$ cat src/hw/afh_pkg.sv
// Package of constants for the flush handshake and interrupt pin block
package afh_pkg;
  // Default vector index reported for a request that vanished before acknowledge
  localparam logic [2:0] AFH_SPURIOUS_LINE    = 3'h7;
  localparam logic [2:0] AFH_FIXED_EDGE_LINE  = 3'h1;
  // Pin levels after reset
  localparam logic       AFH_ACK_N_RESET      = 1'h1;
  localparam logic       AFH_TIMER_OUT_RESET  = 1'h0;
  // Flush sequencer states
  typedef enum logic [1:0] {
    afh_idle_t_s,
    afh_flush_s,
    afh_ack_s
  } afh_state_t;
endpackage : afh_pkg

$ cat src/hw/afh_edge_latch.sv
// Edge detector and pending latch for the fixed edge interrupt input
`timescale 1ns/100ps
`default_nettype none
module afh_edge_latch
(
  // Clock and reset
  input  wire logic i_core_clk,
  input  wire logic i_rst,
  // Interrupt input and acknowledge
  input  wire logic i_level,
  input  wire logic i_int_ack,
  // Latched state
  output logic      o_pending,
  output logic      o_level_now
);
  logic prev_level;

  always_ff @(posedge i_core_clk)
  begin
    if (i_rst)
      prev_level <= 1'h0;
    else
      prev_level <= i_level;
  end

  // Set wins over clear so a new edge during acknowledge is kept
  always_ff @(posedge i_core_clk)
  begin
    if (i_rst)
      o_pending <= 1'h0;
    else if (i_level && !prev_level)
      o_pending <= 1'h1; // [RULE_06]
    else if (i_int_ack)
      o_pending <= 1'h0;
  end

  always_ff @(posedge i_core_clk)
  begin
    if (i_rst)
      o_level_now <= 1'h0;
    else
      o_level_now <= i_level;
  end

  a_edge_sets_pend: assert property (@(posedge i_core_clk) disable iff (i_rst) // [RULE_06]
    (i_level && !prev_level) |=> o_pending)
    else $error("edge not latched");
endmodule : afh_edge_latch
`default_nettype wire

$ cat src/hw/afh_top.sv
// Flush handshake toward an external APIC plus timer and edge interrupt pins
`timescale 1ns/100ps
`default_nettype none
// Summary of operation
// RULE_01 - The external APIC pulls the flush request low before sending any serial interrupt.
// RULE_02 - Once the request is sampled low the block drains every DMA buffer headed to PCI.
// RULE_03 - The flush acknowledge goes low only after all those buffers report empty.
// RULE_04 - The flush request arrives synchronous to the PCI clock and is sampled directly.
// RULE_05 - The timer interrupt output follows the internal system timer level at all times; here it lags one clock and is held low during reset.
// RULE_06 - The fixed edge input is always edge triggered and each rising edge is latched.
// RULE_07 - A source on the fixed edge input holds its request until it is acknowledged.
// RULE_08 - If that input drops before acknowledge, the default spurious line's vector answers.
// RULE_09 - The flush acknowledge is driven synchronous to the PCI clock.
// RULE_10 - The acknowledge stays low until the request is released, then rises next edge.
module afh_top
(
  // Clock and reset
  input  wire logic       i_core_clk,
  input  wire logic       i_rst,
  // Flush handshake pins
  input  wire logic       i_buffer_flush_request_n,
  output logic            o_buffer_flush_ack_n,
  // DMA buffer control
  input  wire logic       i_dma_buffers_empty,
  output logic            o_dma_flush,
  // Timer interrupt
  input  wire logic       i_system_timer_irq,
  output logic            o_timer_interrupt_out,
  // Fixed edge interrupt and acknowledge
  input  wire logic       i_fixed_edge_interrupt_in,
  input  wire logic       i_int_ack,
  output logic            o_fixed_edge_pending,
  output logic            o_ack_vector_valid,
  output logic [2:0]      o_ack_vector
);
  afh_pkg::afh_state_t state;
  afh_pkg::afh_state_t next_state;
  logic                pending;
  logic                level_now;

  // Line answered at acknowledge: the source must still be high to count
  function automatic logic [2:0] pick_vector(input logic level);
    if (level)
      pick_vector = afh_pkg::AFH_FIXED_EDGE_LINE; // [RULE_07]
    else
      pick_vector = afh_pkg::AFH_SPURIOUS_LINE; // [RULE_08]
  endfunction : pick_vector

  ////////////////////////////////////////////////////////////////////////
  // Flush sequencer
  always_comb
  begin
    next_state = state;
    case (state)
      afh_pkg::afh_idle_t_s:
        if (!i_buffer_flush_request_n) // [RULE_04]
          next_state = afh_pkg::afh_flush_s; // [RULE_02]
      afh_pkg::afh_flush_s:
        if (i_dma_buffers_empty)
          next_state = afh_pkg::afh_ack_s; // [RULE_03]
      afh_pkg::afh_ack_s:
        if (i_buffer_flush_request_n)
          next_state = afh_pkg::afh_idle_t_s; // [RULE_10]
      default:
        next_state = afh_pkg::afh_idle_t_s;
    endcase
  end

  always_ff @(posedge i_core_clk)
  begin
    if (i_rst)
      state <= afh_pkg::afh_idle_t_s;
    else
      state <= next_state;
  end

  // Drain request held from request sample until buffers report empty
  always_ff @(posedge i_core_clk)
  begin
    if (i_rst)
      o_dma_flush <= 1'h0;
    else
      o_dma_flush <= (next_state == afh_pkg::afh_flush_s); // [RULE_02]
  end

  // Registered so the APIC can sample it directly on the PCI clock
  always_ff @(posedge i_core_clk)
  begin
    if (i_rst)
      o_buffer_flush_ack_n <= afh_pkg::AFH_ACK_N_RESET;
    else
      o_buffer_flush_ack_n <= !(next_state == afh_pkg::afh_ack_s); // [RULE_09] [RULE_10]
  end

  ////////////////////////////////////////////////////////////////////////
  // Timer pin
  always_ff @(posedge i_core_clk)
  begin
    if (i_rst)
      o_timer_interrupt_out <= afh_pkg::AFH_TIMER_OUT_RESET;
    else
      o_timer_interrupt_out <= i_system_timer_irq; // [RULE_05]
  end

  ////////////////////////////////////////////////////////////////////////
  // Fixed edge interrupt
  afh_edge_latch u_edge
  (
    .i_core_clk  (i_core_clk),
    .i_rst       (i_rst),
    .i_level     (i_fixed_edge_interrupt_in),
    .i_int_ack   (i_int_ack),
    .o_pending   (pending),
    .o_level_now (level_now)
  );

  always_ff @(posedge i_core_clk)
  begin
    if (i_rst)
      o_fixed_edge_pending <= 1'h0;
    else
      o_fixed_edge_pending <= pending;
  end

  // Source dropped early: answer with the spurious line instead
  always_ff @(posedge i_core_clk)
  begin
    if (i_rst)
    begin
      o_ack_vector_valid <= 1'h0;
      o_ack_vector       <= 3'h0;
    end
    else
    begin
      o_ack_vector_valid <= i_int_ack && pending;
      if (i_int_ack && pending)
        o_ack_vector <= pick_vector(level_now); // [RULE_07] [RULE_08]
    end
  end

  ////////////////////////////////////////////////////////////////////////
  // Checks: flush handshake
  a_ack_after_empty: assert property (@(posedge i_core_clk) disable iff (i_rst) // [RULE_03]
    $fell(o_buffer_flush_ack_n) |-> $past(i_dma_buffers_empty))
    else $error("ack before buffers empty");
  a_flush_before_ack: assert property (@(posedge i_core_clk) disable iff (i_rst) // [RULE_02]
    $fell(o_buffer_flush_ack_n) |-> $past(o_dma_flush))
    else $error("ack without drain");
  a_req_starts_flush: assert property (@(posedge i_core_clk) disable iff (i_rst) // [RULE_02]
    (state == afh_pkg::afh_idle_t_s && !i_buffer_flush_request_n) |=> o_dma_flush)
    else $error("flush not started");
  a_flush_needs_req: assert property (@(posedge i_core_clk) disable iff (i_rst) // [RULE_02]
    $rose(o_dma_flush) |-> !$past(i_buffer_flush_request_n))
    else $error("drain without request");
  a_idle_quiet: assert property (@(posedge i_core_clk) disable iff (i_rst) // [RULE_02]
    (state == afh_pkg::afh_idle_t_s && i_buffer_flush_request_n) |=>
      (o_buffer_flush_ack_n && !o_dma_flush))
    else $error("activity without request");
  // Drain must persist while any buffer still holds PCI-bound data
  a_flush_holds: assert property (@(posedge i_core_clk) disable iff (i_rst) // [RULE_02]
    (o_dma_flush && !i_dma_buffers_empty) |=> o_dma_flush)
    else $error("drain dropped early");
  a_flush_to_ack: assert property (@(posedge i_core_clk) disable iff (i_rst) // [RULE_03]
    (o_dma_flush && i_dma_buffers_empty) |=>
      (!o_dma_flush && !o_buffer_flush_ack_n))
    else $error("ack late after empty");
  a_no_flush_idle: assert property (@(posedge i_core_clk) disable iff (i_rst) // [RULE_03]
    (!o_buffer_flush_ack_n) |-> !o_dma_flush)
    else $error("ack during flush");
  a_ack_not_idle: assert property (@(posedge i_core_clk) disable iff (i_rst) // [RULE_03]
    (state == afh_pkg::afh_idle_t_s) |-> o_buffer_flush_ack_n)
    else $error("ack while idle");

  // Release side of the handshake
  a_ack_release: assert property (@(posedge i_core_clk) disable iff (i_rst) // [RULE_10]
    (!o_buffer_flush_ack_n && i_buffer_flush_request_n) |=> o_buffer_flush_ack_n)
    else $error("ack not released");
  a_ack_holds: assert property (@(posedge i_core_clk) disable iff (i_rst) // [RULE_10]
    (!o_buffer_flush_ack_n && !i_buffer_flush_request_n) |=> !o_buffer_flush_ack_n)
    else $error("ack dropped early");

  ////////////////////////////////////////////////////////////////////////
  // Checks: timer pin
  a_timer_follows: assert property (@(posedge i_core_clk) disable iff (i_rst) // [RULE_05]
    ##1 o_timer_interrupt_out == $past(i_system_timer_irq))
    else $error("timer pin mismatch");

  ////////////////////////////////////////////////////////////////////////
  // Checks: fixed edge interrupt
  // A rising edge in the acknowledge cycle must survive the clear
  a_set_wins: assert property (@(posedge i_core_clk) disable iff (i_rst) // [RULE_06]
    (i_int_ack && i_fixed_edge_interrupt_in && !level_now) |=> pending)
    else $error("edge lost at acknowledge");
  a_pend_needs_edge: assert property (@(posedge i_core_clk) disable iff (i_rst) // [RULE_06]
    $rose(pending) |-> ($past(i_fixed_edge_interrupt_in) && !$past(level_now)))
    else $error("pending without edge");
  a_ack_clears: assert property (@(posedge i_core_clk) disable iff (i_rst) // [RULE_06]
    (i_int_ack && pending && !(i_fixed_edge_interrupt_in && !level_now)) |=> !pending)
    else $error("pending not cleared");
  a_pend_output: assert property (@(posedge i_core_clk) disable iff (i_rst) // [RULE_06]
    1'h1 |=> (o_fixed_edge_pending == $past(pending)))
    else $error("pending pin mismatch");
  // Vector reflects the level one clock before the acknowledge edge
  a_spurious_vec: assert property (@(posedge i_core_clk) disable iff (i_rst) // [RULE_08]
    (i_int_ack && pending && !level_now) |=>
      (o_ack_vector_valid && o_ack_vector == afh_pkg::AFH_SPURIOUS_LINE))
    else $error("spurious vector missing");
  a_real_vec: assert property (@(posedge i_core_clk) disable iff (i_rst) // [RULE_07]
    (i_int_ack && pending && level_now) |=>
      (o_ack_vector_valid && o_ack_vector == afh_pkg::AFH_FIXED_EDGE_LINE))
    else $error("edge vector wrong");
  a_no_vec_idle: assert property (@(posedge i_core_clk) disable iff (i_rst) // [RULE_08]
    !(i_int_ack && pending) |=> !o_ack_vector_valid)
    else $error("vector without pending");
  a_vec_stable: assert property (@(posedge i_core_clk) disable iff (i_rst) // [RULE_08]
    !(i_int_ack && pending) |=> $stable(o_ack_vector))
    else $error("vector changed unasked");
  a_vec_line: assert property (@(posedge i_core_clk) disable iff (i_rst) // [RULE_08]
    o_ack_vector_valid |-> (o_ack_vector == afh_pkg::AFH_FIXED_EDGE_LINE ||
      o_ack_vector == afh_pkg::AFH_SPURIOUS_LINE))
    else $error("vector line illegal");
endmodule : afh_top
`default_nettype wire

$ cat config.mk
export PLATFORM = sky130hd
export DESIGN_NAME = afh_top
export DESIGN_NICKNAME = d
export VERILOG_FILES = /design/src/hw/afh_pkg.sv /design/src/hw/afh_edge_latch.sv /design/src/hw/afh_top.sv
export SDC_FILE = /design/constraint.sdc
export NUM_CORES = 1
export LEC_CHECK = 0
export ABC_AREA = 0
export BUFFER_PORTS_ARGS = -buffer_cell sky130_fd_sc_hd__clkbuf_2
export CAP_MARGIN = 20
export CORE_AREA = 2 2 39 41
export DETAILED_ROUTE_END_ITERATION = 16
export DIE_AREA = 0 0 41 43
export PLACE_DENSITY = 0.6
export SLEW_MARGIN = 20
export SYNTH_ARGS = -nofsm -noshare
export SYNTH_HDL_FRONTEND = slang
export SYNTH_SLANG_ARGS = --single-unit
export TNS_END_PERCENT = 5
$ cat constraint.sdc
create_clock -name i_core_clk -period 1.4 [get_ports i_core_clk]
set_input_delay 0.07 -clock i_core_clk [delete_from_list [all_inputs] [get_ports i_core_clk]]
set_output_delay 0.07 -clock i_core_clk [all_outputs]
set_load 0.01 [all_outputs]
Yosys cells after proc, flatten, opt, wreduce, memory -nomap -nowiden

Index checks and enable logic that the tools add are counted.

Register bits after elaboration: 12
Input port bits: 7

Equality and inequality tests: 4
Mux-type cells: 7
Reductions and logical operators: 6

Operators by type and width:

| cell                                                | number |
|---|---|
| two-way mux 2 bit                                   | 3 |
| one-hot mux 2 bit (3 select lines)                  | 1 |
| equality test 2 x 1 -> 1 bit, second input constant | 2 |
| equality test 2 bit, second input constant          | 2 |
| two-way mux 3 bit                                   | 1 |
| logical AND 1 bit                                   | 2 |
| zero test 1 bit                                     | 2 |
| zero test 2 bit                                     | 1 |
| two-way mux 1 bit                                   | 2 |
| nonzero test 2 bit                                  | 1 |

Logic depth before layout (Yosys ltp)

Gate-level depths: netlist of the first run.

Word-level depth: 4
Mapped depth: 3
Gate-level depth less buffers: 2

Modules after synthesis

A second synthesis of the first run with hierarchy kept.

Cell total of the unflattened synthesis: 32
Area total of the unflattened synthesis: 365.4 µm²

Modules (own cells, without submodules):

| module         | times used | cells each | area each (µm²) |
|---|---|---|---|
| afh_top        | 1          | 26         | 297.8 |
| afh_edge_latch | 1          | 6          | 67.6 |

Least setup slack after synthesis of the first run

No wires, ideal clock.

Path kind: reg2reg
Start point: reg state[1]
End point: reg state[1]
Setup time: 0.120 ns
Arrival: 0.741 ns
Data required time: 1.280 ns
Setup slack: 0.539 ns
Stages on the path, launching flop included: 3
Path buffers: 0
Cells stage by stage: dfxtp_1 and4bb_1 or2_1

Cells in the longest elaborated chain, start to end: 2
Elaborated cells between the ends (all ways): 7
Those cells by class: 2 x eq/ne; 4 x mux; 1 x reduce/logical

Ends and longest elaborated chain:

| item                                              | line          | source |
|---|---|---|
| start: declaration                                | afh_top.sv:36 | `afh_pkg::afh_state_t state;` |
| start signal: assignment                          | afh_top.sv:72 | `state <= afh_pkg::afh_idle_t_s;` |
| start signal: assignment                          | afh_top.sv:74 | `state <= next_state;` |
| equality test 2 bit, or another cell as far along | afh_top.sv:54 | `case (state)` |
| one-hot mux 2 bit (3 select lines) *              | afh_top.sv:54 |  |

Mark *: on every way between the ends. The rest lies on a longest branch, timed or not.
A chain may end at the register's enable or synchronous reset.

Worst setup path after layout of the first run

Ends and elaborated chain as after synthesis.

==> results.md, run 1 <==
* Overall Power at 612 uW
* CTS buffer count at 3
* Max Clock Freq at 1.08 GHz
* # IOs at 15
* Share of layout cells above drive strength 1 at 43.8%
* RR Startpoint: state[1]$_SDFF_PP0_
* Wire per inst at 9.75 um
* Worst-Skew Late Latency at 0.26 ns
* Area growth, synth to finish at 26.8%
* WS Path Type: reg -> reg
* Worst-margin pin slew at 0.254 ns
* FP Rows at 14
* Initial antenna violation count at 0
* CTS tree: yes
* Final setup vio count at 0
* Synth cell types at 13
* CP Launch Point: state[1]$_SDFF_PP0_
* Routed vias/inst at 4.19
* Critical R2R Capture: state[1]$_SDFF_PP0_
* Yosys warns at 0
* CP max FO at 4
* Hold depth at 2
* Seq/Total Area, Yosys at 58.3%
* Arrival time worst endpoint at 1.08 ns
* Core area at 0.00138 mm2
* Reg-to-reg setup timing slack at 0.47 ns
* Net Switching at 140 uW
* Post-layout min period at 0.928 ns
* First DRT Iteration DRCs at 2
* P per Cell Area at 1280 mW/mm2
* Clock sink count at 11
* Setup crit start kind: flop
* Chip width at 41 um
* Skew final at 0.00105 ns
* Area share of the largest cell type after synthesis at 58.3%
* Total track usage at 9.68%
* Die area at 0.00176 mm2
* Sequential share of power at 56.3%
* Gr ovfl total at 0
* Crit end category: flop
* Post-CTS Resized at 0
* Longest Clk Path Bufs at 2
* WP data required at 1.55 ns
* Syn_nets at 39
* Detailed Route WL at 624 um
* Fin. Hold Viols at 0
* Status: finished clean
* Setup WS post-layout at 0.472 ns
* TritonRoute pass-1 iters at 4
* H-tree levels at 1
* Most frequent cells in the layout: 14 x clkbuf_2, 11 x dfxtp_1
* NumNets Final at 56
* Setup TNS at 0 ns
* DIE HEIGHT at 43 um
* Via count at 268
* Final Cycle Share at 66.3%
* Avg Cell Area, Syn at 11.8 um2
* Place WS at 0.488 ns
* Clk pwr share at 34.0%
* Root Driver: clkbuf_4
* Layout filler cell count at 143
* Maximum VDD drop at 0.000318 V
* Area leader, netlist: dfxtp_1
* Switching part of the total at 22.9%
* Unrepaired setup endpoints after global routing: false
* Largest net degree at the start of global routing at 12
* Commonest non-fill, non-tap cell in the layout: clkbuf_2
* Hold_buf cts at 0
* Leakage power at 0.000208 uW
* Post-route ant nets at 0
* Min-delay src: i_system_timer_irq
* Port Buffers at 14
* Diodes inserted at 0
* Max-slew violations at 0
* Internal power at 472 uW
* DRC violations left at 0
* Hold EP: o_timer_interrupt_out$_SDFF_PP0_
* Worst reg2reg path depth at 2
* Vias in the first global route at 246
* CTS clk-pin slew, worst paths at 0.07 ns
* Slew margin rel. at 83.0%
* Cell Area, Synth at 378 um2
* Synth Register Bits at 11
* Post-CTS Setup Repair Bufs at 0
* Synth area leaders: dfxtp_1 58%, a2111oi_2 7.9%, nor2b_1 5.0%
* GPL Wtd Cong at 0.655
* Comb pwr share at 9.7%
* Syn Inst Count at 32
* Starting Density at 27.3%
* Max_cap viols at 0
* Global-route wire length before repair at 1010 um
* Hold Path Class: in -> reg
-- flip-flops by register name, summed over array words and instances, names as in the netlist --
signal	count
o_ack_vector_valid	1
u_edge.o_level_now	1
u_edge.o_pending	1
state	2
o_timer_interrupt_out	1
o_buffer_flush_ack_n	1
o_dma_flush	1
o_ack_vector	2
o_fixed_edge_pending	1
-- worst max-delay path by stage --
stage | slack (ns) | cells past startpoint | to
after global placement | 0.49 | 2 | state[1]$_SDFF_PP0_
after global routing | 0.38 | 2 | o_dma_flush$_SDFF_PP0_
final | 0.47 | 2 | state[1]$_SDFF_PP0_
after CTS | 0.47 | 2 | state[1]$_SDFF_PP0_
after detailed placement | 0.49 | 2 | state[1]$_SDFF_PP0_
after floorplan | 0.54 | 2 | state[1]$_SDFF_PP0_
-- stage by stage --
step                      hold WS (ns)  std cells  utilization (%)  area (um2)
after global placement           0.285         60             32.7         453
after CTS                      0.00937         64             34.6         479
final                           0.0181         64             34.6         479
after floorplan                  0.165         32                -         378
after detailed placement         0.291         60             32.7         453
after global routing            0.0118         64             34.6         479
-- worst max-delay path: stages, from the launching register on --
cell	delay, ns
dfxtp_1	0.40
and4bb_1	0.21
or2_1	0.21
-- per-layer routing --
layer	share of wire, %	GRT usage (%)	vias up	routed length [um]
li1	-	-	143	-
met2	50	11.3	11	312
met5	0	0	-	0
met1	40	10.7	112	251
met4	3.0	14.0	0	19
met3	6.3	3.14	2	39
-- power by group through the flow --
stage	clock, uW	combinational [uW]	sequential [uW]
6_report	208	59.2	345
5_1_grt	240	67.3	348
4_1_cts	224	60.2	345
3_5_place_dp	0	59.9	353
3_3_place_gp	0	59.3	352
2_1_floorplan	0	31.5	356
-- logic make-up (layout without fill, tap and decap cells) --
kind of cell           after synthesis  in the layout  share of synthesized area [%]
AND/OR/NAND/NOR                     13             13                           23.5
flip-flops                          11             11                           58.3
AO/OA/AOI/OAI                        6              6                           14.2
buffers and inverters                2             18                           3.97
-- synth_stat cells (all sizes together) --
library cell and number:
and4bb 1, nor4b 1, dfxtp 11, a21oi 3, nand2 1, or2 1
a2111oi 2, nand2b 2, a311oi 1, buf 2, nor2b 4, nor2 3
-- layout make-up --
| cell class | count | area, um2 | share of cell area (%) |
|---|---|---|---|
| Tap cell | 16 | 20.0 | 4.18 |
| Multi-Input combinational cell | 19 | 143 | 29.8 |
| Sequential cell | 11 | 220 | 46.0 |
| Timing Repair Buffer | 14 | 70.1 | 14.6 |
| Clock buffer | 4 | 26.3 | 5.48 |
No activity file was read; power rests on OpenSTA's default activity.
==> run 2, diff against run 1 <==
Clock period 1.4 ns to 0.9 ns, I/O delays scaled along.
==> run 2 against run 1 <==
Routed wire length grew 0.32%. Highest routed layer unchanged. Clock skew up 0.0025 ns. Largest cell class unchanged. Sequential share of layout area decreased by 2.1 points. Clock power up 57%. Setup slack worse by 0.43 ns. First-iteration DRC count is the same. Register-to-register slack worse by 0.43 ns. Largest power group unchanged. Worst hold slack got worse by 0.015 ns. Cell count up 4.7%. Total power grew 58%. Fmax grew 8.5%.
==> results.md, run 2 (synthesized netlist as in run 1, its figures left out) <==
* Setup crit start kind: flop
* GPL Wtd Cong at 0.673
* Total track usage at 9.74%
* Vias in the first global route at 267
* Worst-margin pin slew at 0.262 ns
* Area growth, synth to finish at 33.8%
* Cells along the critical path: and4bb_1 -> or2_1
* Final setup vio count at 0
* Worst-Skew Late Latency at 0.26 ns
* GRT met3 Usage at 3.14%
* Core area at 0.00138 mm2
* Arrival time worst endpoint at 1.01 ns
* Max_cap viols at 0
* DIE HEIGHT at 43 um
* Met1 Track Usage GR at 8.04%
* NumNets Final at 59
* Max Clock Freq at 1.17 GHz
* Register area at 221 um2
* CTS tree: yes
* WS Path Type: reg -> reg
* Slew margin rel. at 82.5%
* CTS buffer count at 3
* Largest net degree at the start of global routing at 8
* WP data required at 1.06 ns
* Largest regs: o_ack_vector: 2 flops, state: 2 flops
* Global-route wire length before repair at 1010 um
* Unrepaired setup endpoints after global routing: false
* Leakage power at 0.000222 uW
* Place WS at -0.00559 ns
* Post-CTS Setup Repair Bufs at 0
* Status: finished clean
* Hold Path Class: in -> reg
* Final Cycle Share at 95.1%
* GR peak layer: met4
* Longest Clk Path Bufs at 2
* Post-layout min period at 0.856 ns
* Starting Density at 27.3%
* Multi-input logic area at 143 um2
* # IOs at 15
* TritonRoute pass-1 iters at 2
* Setup WS post-layout at 0.0442 ns
* Fin. Hold Viols at 0
* DRC violations left at 0
* Detailed Route WL at 626 um
* First DRT Iteration DRCs at 2
* Via count at 293
* Setup TNS at 0 ns
* Initial antenna violation count at 0
* Post-route ant nets at 0
* Wire per inst at 9.34 um
* Max incr delay on CP at 0.35 ns
* FP Rows at 14
* Die area at 0.00176 mm2
* Max-slew violations at 0
* Worst path slowest cell: dfxtp_2
* Crit end category: flop
* Gr ovfl total at 0
* Port Buffers at 14
* Routed vias/inst at 4.37
* Met2 usage at 13.1%
* Layout filler cell count at 145
* Commonest non-fill, non-tap cell in the layout: clkbuf_2
* Diodes inserted at 0
* P per Cell Area at 1910 mW/mm2
* Clock sink count at 11
* Share of layout cells above drive strength 1 at 47.1%
* Skew final at 0.00352 ns
* CTS clk-pin slew, worst paths at 0.07 ns
* CP max FO at 5
* Chip width at 41 um
* Maximum VDD drop at 0.000468 V
* Root Driver: clkbuf_4
* Most frequent cells in the layout: 14 x clkbuf_2, 10 x dfxtp_1
* H-tree levels at 1
[run 2: cell count changes in the layout (fill, tap and decap cells not counted)]
cell / delta
dfxtp_2: +1
dfxtp_1: -1
buf_4: +2
dlygate4sd3_1: +1
[run 2: critical path: cells and delay by family (launching register included)]
family,cells,cell delay (ns)
AND/OR/NAND/NOR,2,0.40
flip-flops,1,0.35
[run 2: path summary, 6_finish.rpt]
kind / from / to / slack (ns) / depth (start not counted)
hold / removal: i_dma_buffers_empty / state[0]$_SDFF_PP0_ / 0.003 / 2
hold reg to reg: u_edge.o_level_now$_SDFF_PP0_ / o_ack_vector[1]$_SDFFE_PP0P_ / 0.47 / 1
setup / recovery: state[0]$_SDFF_PP0_ / state[1]$_SDFF_PP0_ / 0.04 / 2
setup reg to reg: state[0]$_SDFF_PP0_ / state[1]$_SDFF_PP0_ / 0.04 / 2
[run 2: repair_timing]
action | CTS | global route
gates resized for setup | 1 | 0
endpoints found under the setup margin | 2 | 0
endpoints found under the hold margin | 1 | 0
hold buffers | 1 | 0
[run 2: final cells by class]
| type | count | share of cell area [%] |
|---|---|---|
| clock buffer | 4 | 5.20 |
| tap | 16 | 3.96 |
| multi-input combinational | 19 | 28.2 |
| sequential | 11 | 43.8 |
| timing repair buffer | 17 | 18.8 |
[run 2: metrics by stage]
step                total power [uW]  area [um2]  utilization (%)  hold slack (ns)  instances
floorplan                        603         378                -            0.140         32
global placement                 645         468             33.8            0.258         62
detailed placement               648         468             33.8            0.269         62
CTS                              980         505             36.5          0.00274         67
global route                    1020         505             36.5          0.00812         67
finish                           966         505             36.5          0.00344         67
[run 2: power breakdown]
group	leakage (uW)	internal (uW)	switching, uW	total (uW)
clock	0.0000150	171	156	327
combinational	0.000116	55.2	47.4	103
sequential	0.0000910	517	19.7	536
total	0.000222	743	223	966
[run 2: metal layers]
metal	part of all wire, %	vias to the layer above	routed length (um)
met3	5.1	4	32
met4	7.7	0	48
met1	42	127	265
met5	0	-	0
li1	-	151	-
met2	44	11	278
